## config.mk

```make
export PLATFORM = sky130hd
export DESIGN_NAME = exb_top
export DESIGN_NICKNAME = d
export VERILOG_FILES = /design/src/verilog/exb_port5_mux.v /design/src/verilog/exb_bus_cycle.v /design/src/verilog/exb_top.v
export VERILOG_INCLUDE_DIRS = /design/src /design/src/verilog
export SDC_FILE = /design/constraint.sdc
export NUM_CORES = 1
export LEC_CHECK = 0
export ABC_CLOCK_PERIOD_IN_PS = 1600
export BUFFER_PORTS_ARGS = -buffer_cell sky130_fd_sc_hd__clkbuf_2
export CAP_MARGIN = 25
export CORE_MARGIN = 4
export CORE_UTILIZATION = 35
export CTS_CLUSTER_SIZE = 8
export DETAILED_ROUTE_END_ITERATION = 16
export PLACE_DENSITY = 0.66
export REMOVE_ABC_BUFFERS = 1
export SKIP_CTS_REPAIR_TIMING = 1
export SLEW_MARGIN = 20
export SYNTH_ARGS = -nofsm -noshare
export SYNTH_HDL_FRONTEND = slang
export SYNTH_SLANG_ARGS = --single-unit
```

## constraint.sdc

```tcl
create_clock -name clk_sys -period 1.6 [get_ports clk_sys]
set_input_delay 0.24 -clock clk_sys [delete_from_list [all_inputs] [get_ports clk_sys]]
set_output_delay 0.24 -clock clk_sys [all_outputs]
set_load 0.05 [all_outputs]
```

## src/verilog/exb_defines.vh

```
// Constants for the external bus expansion block
`ifndef EXB_DEFINES_VH
`define EXB_DEFINES_VH

// Register byte offsets
`define EXB_OFF_MODE    8'h00
`define EXB_OFF_FETCH   8'h04
`define EXB_OFF_WAIT    8'h08
`define EXB_OFF_PDATA   8'h0c
`define EXB_OFF_PDIR    8'h10
`define EXB_OFF_PIN     8'h14
`define EXB_OFF_ACCADR  8'h18
`define EXB_OFF_ACCDAT  8'h1c
`define EXB_OFF_ACCCMD  8'h20
`define EXB_OFF_STATUS  8'h24

// Mode register fields
`define EXB_MM_MSB      2
`define EXB_MM_LSB      0
`define EXB_EXT_BIT     7

// Expansion mode codes and port-5 address pin counts
`define EXB_MM_PORT     3'h0
`define EXB_MM_256      3'h1
`define EXB_MM_4K       3'h2
`define EXB_MM_16K      3'h3
`define EXB_P5W_256     4'h0
`define EXB_P5W_4K      4'h4
`define EXB_P5W_16K     4'h6
`define EXB_P5W_48K     4'h8

// Address map and fetch control
`define EXB_EXT_BASE    16'h4000
`define EXB_FETCH_PLAIN 8'h00

// Port data layout: port4 [7:0], port5 [15:8], port9 [19:16]
`define EXB_P4_MSB      7
`define EXB_P4_LSB      0
`define EXB_P5_MSB      15
`define EXB_P5_LSB      8
`define EXB_P9_MSB      19
`define EXB_P9_LSB      16

// Command and status bits
`define EXB_CMD_GO      0
`define EXB_CMD_WR      1
`define EXB_ST_BUSY     0
`define EXB_ST_ERR      1
`define EXB_ST_DONE     2
`define EXB_ST_TAG      3
`define EXB_ST_EXP      4
`define EXB_ST_RD_LSB   8
`define EXB_ST_RD_MSB   15

// Reset values
`define EXB_RST_BYTE    8'h00
`define EXB_RST_WORD    32'h0000_0000
`define EXB_RST_WAIT    4'h0
`define EXB_RST_PORT    20'h0_0000
`define EXB_RST_ADDR    16'h0000

`endif

```

## src/verilog/exb_port5_mux.v

```verilog
// Per-pin split of port 5 between upper address lines and general port bits
`timescale 1ns/1ps
`default_nettype none

module exb_port5_mux (
	// Selection
	input  wire [3:0] addrWidth,
	// Sources
	input  wire [7:0] upperAddr,
	input  wire [7:0] portOut,
	input  wire [7:0] portDir,
	// Pin values
	output wire [7:0] pinOut,
	output wire [7:0] pinOe_n
);

	////////////////////////////////////////////////////////////////////////
	// Low pins carry address first, so a wider space only adds pins on top
	genvar i;
	generate
		for (i = 0; i < 8; i = i + 1) begin : gPin
			localparam [3:0] IDX = i;
			wire isAddr;
			assign isAddr     = (IDX < addrWidth);
			assign pinOut[i]  = isAddr ? upperAddr[i] : portOut[i];
			assign pinOe_n[i] = isAddr ? 1'b0 : ~portDir[i];
		end
	endgenerate

endmodule // exb_port5_mux

`default_nettype wire

```

## src/verilog/exb_bus_cycle.v

```verilog
// Sequencer for one external read or write on the multiplexed bus
`timescale 1ns/1ps
`default_nettype none
`include "exb_defines.vh"

module exb_bus_cycle (
	// Clock and reset
	input  wire        clk_sys,
	input  wire        reset_n,
	// Request
	input  wire        start,
	input  wire        writeSel,
	input  wire [15:0] addr,
	input  wire [7:0]  wdata,
	input  wire [3:0]  waitCount,
	// Bus pins, before the pin registers
	input  wire [7:0]  adIn,
	output reg  [7:0]  adOut,
	output reg         adDrive,
	output wire [7:0]  upperAddr,
	output reg         addrStrobe,
	output reg         readStrobe_n,
	output reg         writeStrobe_n,
	// Result
	output reg  [7:0]  rdata,
	output wire        busy,
	output reg         done
);

	localparam [2:0] ST_IDLE = 3'h0;
	localparam [2:0] ST_ADDR = 3'h1;
	localparam [2:0] ST_HOLD = 3'h2;
	localparam [2:0] ST_DATA = 3'h3;
	localparam [2:0] ST_END  = 3'h4;

	reg [2:0]  state_reg;
	reg [3:0]  waitLeft_reg;
	reg        isWrite_reg;
	reg [15:0] addr_reg;
	reg [7:0]  wdata_reg;

	assign busy      = (state_reg != ST_IDLE);
	assign upperAddr = addr_reg[15:8];

	////////////////////////////////////////////////////////////////////////
	// State and request capture
	always @(posedge clk_sys) begin
		done <= 1'b0;
		if (!reset_n) begin
			state_reg    <= ST_IDLE;
			waitLeft_reg <= `EXB_RST_WAIT;
			isWrite_reg  <= 1'b0;
			addr_reg     <= `EXB_RST_ADDR;
			wdata_reg    <= `EXB_RST_BYTE;
			rdata        <= `EXB_RST_BYTE;
		end else begin
			case (state_reg)
				ST_IDLE: begin
					if (start) begin
						addr_reg    <= addr;
						wdata_reg   <= wdata;
						isWrite_reg <= writeSel;
						state_reg   <= ST_ADDR;
					end
				end
				ST_ADDR: state_reg <= ST_HOLD;
				ST_HOLD: begin
					waitLeft_reg <= waitCount;
					state_reg    <= ST_DATA;
				end
				ST_DATA: begin
					// Wait cycles stretch the strobe for slow parts
					if (waitLeft_reg == `EXB_RST_WAIT) begin
						state_reg <= ST_END;
					end else begin
						waitLeft_reg <= waitLeft_reg - 4'h1;
					end
				end
				ST_END: begin
					// Pins lag a cycle: this is the last cycle the read strobe is low
					if (!isWrite_reg)
						rdata <= adIn;
					done      <= 1'b1;
					state_reg <= ST_IDLE;
				end
				default: state_reg <= ST_IDLE;
			endcase
		end
	end

	////////////////////////////////////////////////////////////////////////
	// Pin values per state; address held one cycle past the strobe edge
	always @* begin
		adOut         = addr_reg[7:0];
		adDrive       = 1'b0;
		addrStrobe    = 1'b0;
		readStrobe_n  = 1'b1;
		writeStrobe_n = 1'b1;
		case (state_reg)
			ST_ADDR: begin
				adDrive    = 1'b1;
				addrStrobe = 1'b1;
			end
			ST_HOLD: adDrive = 1'b1;
			ST_DATA: begin
				adOut         = wdata_reg;
				adDrive       = isWrite_reg;
				readStrobe_n  = isWrite_reg;
				writeStrobe_n = ~isWrite_reg;
			end
			ST_END: begin
				adOut   = wdata_reg;
				adDrive = isWrite_reg;
			end
			default: adDrive = 1'b0;
		endcase
	end

endmodule // exb_bus_cycle

`default_nettype wire

```

## src/verilog/exb_top.v

```verilog
// External bus expansion: pin function select, bus sequencing, APB registers
// Contract
// External accesses only reach addresses 4000H to FFFFH outside internal memory.
// Port 5 carries none, four, six or eight upper address bits.
// Port 5 pins not used for address remain general port bits.
// Expansion with access pin high: port 4 is address/data, port 9 read/write.
// Extended bit 0 and fetch control 00H: plain mode, port9 bits 2-3 general.
// Extended bit 1 and fetch control nonzero: port9 bits 2-3 tag strobe and mode.
// While reset is low every bus and port pin is high impedance; the address latch strobe has no enable and is driven low.
// Reset low initialises all state; operation resumes when reset goes high.
// Software should program wait count and fetch control after reset.
// Each access drives low address, pulses address strobe, then read/write strobe.
`timescale 1ns/1ps
`default_nettype none
`include "exb_defines.vh"

module exb_top (
	// Clock and reset
	input  wire        clk_sys,
	input  wire        reset_n,
	// APB slave
	input  wire        psel,
	input  wire        penable,
	input  wire        pwrite,
	input  wire [7:0]  paddr,
	input  wire [31:0] pwdata,
	output reg  [31:0] prdata,
	output reg         pready,
	output reg         pslverr,
	// Mode strap
	input  wire        externalAccessSelect,
	// Port 4: low address/data lines
	input  wire [7:0]  port4In,
	output reg  [7:0]  port4Out,
	output reg  [7:0]  port4Oe_n,
	// Port 5: upper address lines or general port
	input  wire [7:0]  port5In,
	output reg  [7:0]  port5Out,
	output reg  [7:0]  port5Oe_n,
	// Port 9: strobes or general port
	input  wire [3:0]  port9In,
	output reg  [3:0]  port9Out,
	output reg  [3:0]  port9Oe_n,
	// Address latch strobe
	output reg         addressLatchStrobe
);

	reg [7:0]  mode_reg;
	reg [7:0]  fetch_reg;
	reg [3:0]  wait_reg;
	reg [19:0] portData_reg;
	reg [19:0] portDir_reg;
	reg [15:0] accAddr_reg;
	reg [7:0]  accData_reg;
	reg        addrErr_reg;
	reg        done_reg;
	reg        start_reg;
	reg        startWr_reg;

	wire [2:0] expansionModeBits;
	wire       extendedModeBit;
	wire       expansionActive;
	wire       tagMode;
	wire       apbAccess;
	wire       apbWrite;
	wire       apbRead;
	wire       cmdWrite;
	wire       addrOk;
	wire       busBusy;
	wire       busDone;
	wire [7:0] busRdata;
	wire [7:0] adOut;
	wire       adDrive;
	wire [7:0] upperAddr;
	wire       addrStrobe;
	wire       readStrobe_n;
	wire       writeStrobe_n;
	wire [7:0] p5Out;
	wire [7:0] p5Oe_n;
	reg  [3:0] p5Width;
	reg        mapped;
	reg [31:0] readMux;
	wire       goTaken;
	wire       goRefused;
	wire       clrErr;
	wire       clrDone;

	////////////////////////////////////////////////////////////////////////
	// Pin function decode
	assign expansionModeBits = mode_reg[`EXB_MM_MSB:`EXB_MM_LSB];
	assign extendedModeBit   = mode_reg[`EXB_EXT_BIT];
	assign expansionActive   = externalAccessSelect &&
	                           (expansionModeBits != `EXB_MM_PORT);
	// Mixed settings fall back to plain connection so strobes stay sane
	assign tagMode = expansionActive && extendedModeBit &&
	                 (fetch_reg != `EXB_FETCH_PLAIN);

	// Address width follows the expansion mode code
	// Port mode code keeps every port5 pin a general port bit
	always @* begin
		case (expansionModeBits)
			`EXB_MM_PORT: p5Width = `EXB_P5W_256;
			`EXB_MM_256:  p5Width = `EXB_P5W_256;
			`EXB_MM_4K:   p5Width = `EXB_P5W_4K;
			`EXB_MM_16K:  p5Width = `EXB_P5W_16K;
			default:      p5Width = `EXB_P5W_48K;
		endcase
	end

	////////////////////////////////////////////////////////////////////////
	// APB handshake: one wait state so every answer comes from a flop
	assign apbAccess = psel && penable && pready;
	assign apbWrite  = apbAccess && pwrite;
	assign apbRead   = apbAccess && !pwrite;
	assign cmdWrite  = apbWrite && (paddr == `EXB_OFF_ACCCMD) &&
	                   pwdata[`EXB_CMD_GO];
	// Only the space above internal memory may be reached externally
	assign addrOk    = expansionActive && (accAddr_reg >= `EXB_EXT_BASE);
	// Go is dropped silently while a cycle runs; software polls busy first
	assign goTaken   = cmdWrite && !busBusy && !start_reg && addrOk;
	assign goRefused = cmdWrite && !busBusy && !start_reg && !addrOk;
	// Write-one-to-clear of the sticky status bits
	assign clrErr    = apbWrite && (paddr == `EXB_OFF_STATUS) && pwdata[`EXB_ST_ERR];
	assign clrDone   = apbWrite && (paddr == `EXB_OFF_STATUS) && pwdata[`EXB_ST_DONE];

	// Read mux and decode; unmapped offsets raise pslverr and read zero
	always @* begin
		mapped  = 1'b1;
		readMux = `EXB_RST_WORD;
		case (paddr)
			`EXB_OFF_MODE:   readMux[7:0]  = mode_reg;
			`EXB_OFF_FETCH:  readMux[7:0]  = fetch_reg;
			`EXB_OFF_WAIT:   readMux[3:0]  = wait_reg;
			`EXB_OFF_PDATA:  readMux[19:0] = portData_reg;
			`EXB_OFF_PDIR:   readMux[19:0] = portDir_reg;
			`EXB_OFF_PIN:    readMux[19:0] = {port9In, port5In, port4In};
			`EXB_OFF_ACCADR: readMux[15:0] = accAddr_reg;
			`EXB_OFF_ACCDAT: readMux[7:0]  = accData_reg;
			`EXB_OFF_ACCCMD: readMux       = `EXB_RST_WORD;
			`EXB_OFF_STATUS: begin
				readMux[`EXB_ST_BUSY] = busBusy || start_reg;
				readMux[`EXB_ST_ERR]  = addrErr_reg;
				readMux[`EXB_ST_DONE] = done_reg;
				readMux[`EXB_ST_TAG]  = tagMode;
				readMux[`EXB_ST_EXP]  = expansionActive;
				readMux[`EXB_ST_RD_MSB:`EXB_ST_RD_LSB] = busRdata;
			end
			default: mapped = 1'b0;
		endcase
	end

	// Answer registers
	// Ready rises in the second access cycle and drops at once; a master
	// that keeps penable high gets a repeated answer every second cycle
	always @(posedge clk_sys) begin
		if (!reset_n) begin
			pready  <= 1'b0;
			pslverr <= 1'b0;
			prdata  <= `EXB_RST_WORD;
		end else begin
			pready  <= psel && penable && !pready;
			pslverr <= psel && penable && !pready && !mapped;
			prdata  <= (psel && penable && !pready && !pwrite) ?
			           readMux : `EXB_RST_WORD;
		end
	end

	////////////////////////////////////////////////////////////////////////
	// Register map, one aligned word each, unused bits read zero:
	//   00 mode: [2:0] expansion code, [7] extended bit
	//   04 fetch control, nonzero with the extended bit selects tag mode
	//   08 wait: extra data strobe cycles per access
	//   0c port data, 10 port direction (1 drives)
	//      port4 in [7:0], port5 in [15:8], port9 in [19:16]
	//   14 pin levels, read only, same layout
	//   18 access address, 1c access write data
	//   20 command: bit0 go, bit1 write; reads zero
	//   24 status: busy, error, done, tag, expansion, last read byte
	// Error and done are sticky and clear by writing one to them
	// Software registers; reset clears them all
	always @(posedge clk_sys) begin
		if (!reset_n) begin
			mode_reg     <= `EXB_RST_BYTE;
			fetch_reg    <= `EXB_RST_BYTE;
			wait_reg     <= `EXB_RST_WAIT;
			portData_reg <= `EXB_RST_PORT;
			portDir_reg  <= `EXB_RST_PORT;
			accAddr_reg  <= `EXB_RST_ADDR;
			accData_reg  <= `EXB_RST_BYTE;
		end else if (apbWrite) begin
			case (paddr)
				`EXB_OFF_MODE:   mode_reg     <= pwdata[7:0];
				`EXB_OFF_FETCH:  fetch_reg    <= pwdata[7:0];
				`EXB_OFF_WAIT:   wait_reg     <= pwdata[3:0];
				`EXB_OFF_PDATA:  portData_reg <= pwdata[19:0];
				`EXB_OFF_PDIR:   portDir_reg  <= pwdata[19:0];
				`EXB_OFF_ACCADR: accAddr_reg  <= pwdata[15:0];
				`EXB_OFF_ACCDAT: accData_reg  <= pwdata[7:0];
				default:         accData_reg  <= accData_reg;
			endcase
		end
	end

	////////////////////////////////////////////////////////////////////////
	// Access launch and sticky flags; a new event wins over a clear
	always @(posedge clk_sys) begin
		if (!reset_n) begin
			start_reg   <= 1'b0;
			startWr_reg <= 1'b0;
			addrErr_reg <= 1'b0;
			done_reg    <= 1'b0;
		end else begin
			start_reg   <= goTaken;
			// Direction is sampled every cycle but only used at launch
			startWr_reg <= pwdata[`EXB_CMD_WR];
			if (goRefused)
				addrErr_reg <= 1'b1;
			else if (clrErr)
				addrErr_reg <= 1'b0;
			if (busDone)
				done_reg <= 1'b1;
			else if (clrDone || cmdWrite)
				done_reg <= 1'b0;
		end
	end

	////////////////////////////////////////////////////////////////////////
	// Bus sequencer and port 5 split
	exb_bus_cycle uBus (
		.clk_sys       (clk_sys),
		.reset_n       (reset_n),
		.start         (start_reg),
		.writeSel      (startWr_reg),
		.addr          (accAddr_reg),
		.wdata         (accData_reg),
		.waitCount     (wait_reg),
		.adIn          (port4In),
		.adOut         (adOut),
		.adDrive       (adDrive),
		.upperAddr     (upperAddr),
		.addrStrobe    (addrStrobe),
		.readStrobe_n  (readStrobe_n),
		.writeStrobe_n (writeStrobe_n),
		.rdata         (busRdata),
		.busy          (busBusy),
		.done          (busDone)
	);

	// Outside expansion every port5 pin is a general port bit
	exb_port5_mux uPort5 (
		.addrWidth (expansionActive ? p5Width : `EXB_P5W_256),
		.upperAddr (upperAddr),
		.portOut   (portData_reg[`EXB_P5_MSB:`EXB_P5_LSB]),
		.portDir   (portDir_reg[`EXB_P5_MSB:`EXB_P5_LSB]),
		.pinOut    (p5Out),
		.pinOe_n   (p5Oe_n)
	);

	////////////////////////////////////////////////////////////////////////
	// Pin functions by mode:
	//   port mode: all three ports follow the data and direction registers
	//   plain expansion: port4 address/data, port9 bits 0-1 read/write strobes
	//   tag expansion: as plain, plus port9 bits 2-3 tag strobe and tag mode
	//   port5 low pins carry upper address as wide as the code asks
	// Registering every pin costs a cycle of latency but keeps the pins
	// glitch free while the decode and the sequencer settle
	// Pin registers; every port pin floats while reset is held low, the latch strobe is driven low
	always @(posedge clk_sys) begin
		if (!reset_n) begin
			port4Out           <= `EXB_RST_BYTE;
			port4Oe_n          <= ~`EXB_RST_BYTE;
			port5Out           <= `EXB_RST_BYTE;
			port5Oe_n          <= ~`EXB_RST_BYTE;
			port9Out           <= `EXB_RST_WAIT;
			port9Oe_n          <= ~`EXB_RST_WAIT;
			addressLatchStrobe <= 1'b0;
		end else begin
			addressLatchStrobe <= expansionActive && addrStrobe;
			port5Out           <= p5Out;
			port5Oe_n          <= p5Oe_n;
			// Port 9 bits 0-1 are strobes in any expansion mode
			if (expansionActive) begin
				port4Out  <= adOut;
				port4Oe_n <= {8{~adDrive}};
				port9Out[1:0]  <= {writeStrobe_n, readStrobe_n};
				port9Oe_n[1:0] <= 2'b00;
			end else begin
				port4Out       <= portData_reg[`EXB_P4_MSB:`EXB_P4_LSB];
				port4Oe_n      <= ~portDir_reg[`EXB_P4_MSB:`EXB_P4_LSB];
				port9Out[1:0]  <= portData_reg[`EXB_P9_LSB+1:`EXB_P9_LSB];
				port9Oe_n[1:0] <= ~portDir_reg[`EXB_P9_LSB+1:`EXB_P9_LSB];
			end
			// Tag strobe follows the address strobe; tag mode is a level
			if (tagMode) begin
				port9Out[2]  <= addrStrobe;
				port9Out[3]  <= 1'b1;
				port9Oe_n[3:2] <= 2'b00;
			end else begin
				// Mixed extended/fetch settings land here as plain mode
				port9Out[3:2]  <= portData_reg[`EXB_P9_MSB:`EXB_P9_MSB-1];
				port9Oe_n[3:2] <= ~portDir_reg[`EXB_P9_MSB:`EXB_P9_MSB-1];
			end
		end
	end

endmodule // exb_top

`default_nettype wire

```

==> results.md <==
- Critical path's slowest cell: nor4_1
- HPWL reported at the end of detailed placement: 19.2 mm
- Worst r2r src: fetch_reg[5]
- Chip Width: between 150 and 200 um
- R2R depth: 5
- Vias/cell: 5.28
- Core box area: approximately 0.022 mm^2
- Worst R2R End: port9Out[2]
- Crit path depth: 5
- Pre-CTS setup slack: -283 ps
- Max cap viols: 0
- Worst vdd ir: 0.682 mV
- Final hold violation count: 0
- Gate Count Post-Synth: between 900 and 1000
- Num ports: between 100 and 150
- CP startpoint kind: flop
- Drt initial violations: ~600
- CP startpoint: fetch_reg[5]
- Fmax: approximately 660 MHz
- Leak: about 4.0 nW
- Outcome: finished clean
- Post-Syn Area: about 0.0079 mm^2
- Initial antenna violation count: 0
- CTS Buffer Depth: 2
- Layout cell share with drive strength beyond 1: about a quarter
- Critical path's top delay family: simple AND/OR/NAND/NOR gates
- Synth top area cells: dfxtp_1, nand2_1, a21oi_1, mux2i_1, a22o_1
- Drc violations: 0
- Grt ovf: 0
- Area grow syn2layout: 29.8%
- Largest net degree at the start of global routing: just over 50
- Worst slew pin tran: between 700 and 800 ps
- Tmin final: roughly 1500 ps
- Synth unique cells: between 60 and 70
- Rel. slew slack: about 53%
- TritonCTS clock tree: done
- Yosys reg bits: 192
- Synth warnings: 0
- CP max stage delay: 500 ps
- Most numerous cell in the Yosys netlist: nand2_1
- Vias in the first global route: 7193
- DR WL/cell: around 18 um
- CP Capture Type: flop
- Commonest cells post-synth: nand2_1, dfxtp_1, a21oi_1
- Post-synth top flop: dfxtp_1
- Crit path kind: reg2reg
- Drt pass-1 iters: 5
- Root Buffer: clkbuf_16
- Initial core utilization: ~36%
- Slew Limit Fails: 0
- Mean Syn Cell Area: 8.49 um^2
- Yosys top cell by area: dfxtp_1
- Critical path destination: port9Out[2]
- Worst Path Max Fanout: 4
- GRT Resource Usage Total: about a fifth
- WP data required: ~1900 ps
- Worst hold path class: in2reg
- Clock skew: between 8 and 9 ps
- First-pass GRT wire length: 39.8 mm
- Clock transition at the registers of the reported paths: approximately 70 ps
- Port Buffer Count: 116
- DRT antenna net count: 0
- Floorplan row count: between 50 and 60
- Final net count: ~1200
- Diode count: 0
- Post-synth top area share: between 40 and 50%
- Post-synthesis sequential area ratio: 48.4%
- Die ar.: about 0.025 mm^2
- Fin crit share: 95.3%
- Number of synthesized flops with an enable pin: 0
- Worst-Skew Late Latency: between 400 and 500 ps
- Routability Congestion: about 0.89
- Pwr dens: between 900 and 1000 mW/mm^2
- CTS Buf Count: 17
- WP buf/inv: 1
- Final setup violation count: 0
- Worst reg2reg setup slack: roughly 75 ps
- Final worst setup slack: approximately 75 ps
- Crit path cell chain: nor4_1 > a211oi_1 > buf_4 > mux2i_1 > nor2_1
- Die Y: about 160 um
- Synth async-reset ratio: 0%
- H-Tree Depth: 4
- Clock Sinks: 192
- Final WL: about 26 mm
- Power Total: just over 10 mW
- DR vias: between 7000 and 8000
- Worst Path Arrival: 1850 ps
==> tightest hold or removal path: cells and delay by family <==
| kind | cells | cell delay [ps] |
|---|---|---|
| AND/OR/NAND/NOR | 1 | 50 |
| AO/OA/AOI/OAI | 1 | 50 |
| buffers and inverters | 1 | 90 |
==> report_power, final <==
group          switching (mW)  internal [mW]  total [mW]
combinational           0.458          0.274       0.732
sequential            0.00879           4.79        4.80
clock                    1.90           2.84        4.74
==> cells in the final DEF (no fill, tap or decap), types with 4 or more instances in the layout <==
| cell type | synthesis | layout |
|---|---|---|
| a211oi_1 | 9 | 7 |
| a21o_1 | 4 | 4 |
| a21oi_1 | 123 | 122 |
| a22o_1 | 23 | 23 |
| a22oi_1 | 16 | 16 |
| a31oi_1 | 7 | 7 |
| a32oi_1 | 5 | 5 |
| and2_1 | 5 | 5 |
| and3_1 | 6 | 5 |
| buf_12 | 0 | 13 |
| buf_4 | 13 | 107 |
| bufinv_16 | 0 | 5 |
| clkbuf_16 | 0 | 17 |
| clkbuf_2 | 0 | 116 |
| conb_1 | 1 | 12 |
| dfxtp_1 | 192 | 191 |
| inv_1 | 5 | 5 |
| mux2_2 | 4 | 4 |
| mux2i_1 | 36 | 36 |
| nand2_1 | 228 | 228 |
| nand2b_1 | 4 | 4 |
| nand3_1 | 12 | 12 |
| nand3b_1 | 4 | 4 |
| nand4_1 | 7 | 7 |
| nor2_1 | 53 | 53 |
| nor2b_1 | 4 | 4 |
| nor3_1 | 8 | 8 |
| nor3b_1 | 5 | 4 |
| nor4_1 | 5 | 4 |
| o21ai_0 | 31 | 31 |
==> through the flow <==
| step | std cells | utilization, % | cell area, um^2 | TNS (ps) | hold slack [ps] |
|---|---|---|---|---|---|
| finish | 1415 | 46.7 | 10300 | 0 | 37.6 |
| global route | 1415 | 46.7 | 10300 | -41.0 | 28.0 |
| CTS | 1415 | 46.5 | 10300 | -4.99 | 20.0 |
| detailed placement | 1383 | 43.5 | 9620 | -11670 | 425 |
| global placement | 1383 | 43.5 | 9620 | -10480 | 420 |
| floorplan | 867 | - | 7610 | -49260 | 316 |
==> layout make-up <==
cell class / instances / area [um^2]
clock inverter: 11 / 200
inverter: 6 / 25.0
sequential: 192 / 3840
tap: 280 / 350
clock buffer: 21 / 450
multi-input combinational: 669 / 3790
timing repair buffer: 236 / 1640
fill: 2100 / 11800
==> layer usage <==
metal	GRT usage [%]	wire length, um	vias to the layer above
li1	-	-	3609
met5	0	0	-
met2	32.8	12000	288
met4	8.98	945	0
met1	27.2	11300	3506
met3	4.65	1930	63
==> cell families (layout without fill, tap and decap cells) <==
group | Yosys count | after routing | synth area share (%)
DFF | 192 | 192 | 48.4
and+or+nand+nor | 376 | 376 | 22.5
buffers and inverters | 85 | 274 | 4.93
adders and majority gates | 1 | 1 | 0.158
muxes | 43 | 43 | 5.96
xor gates and xnor gates | 1 | 1 | 0.110
AOI/OAI and AO/OA | 236 | 236 | 17.9
other | 1 | 12 | 0.0472
==> how the worst min path moves through the flow <==
stage | startpoint | to | slack (ps) | depth (start not counted)
after floorplan | reset_n | port5Oe_n[0] | 320 | 1
after CTS | pwdata[17] | portDir_reg[17] | 20 | 3
after global routing | pwdata[17] | portDir_reg[17] | 30 | 3
after detailed placement | startWr_reg | uBus.isWrite_reg | 430 | 2
final | pwdata[17] | portDir_reg[17] | 40 | 3
after global placement | startWr_reg | uBus.isWrite_reg | 420 | 2
(Power assumes the default switching activity.)
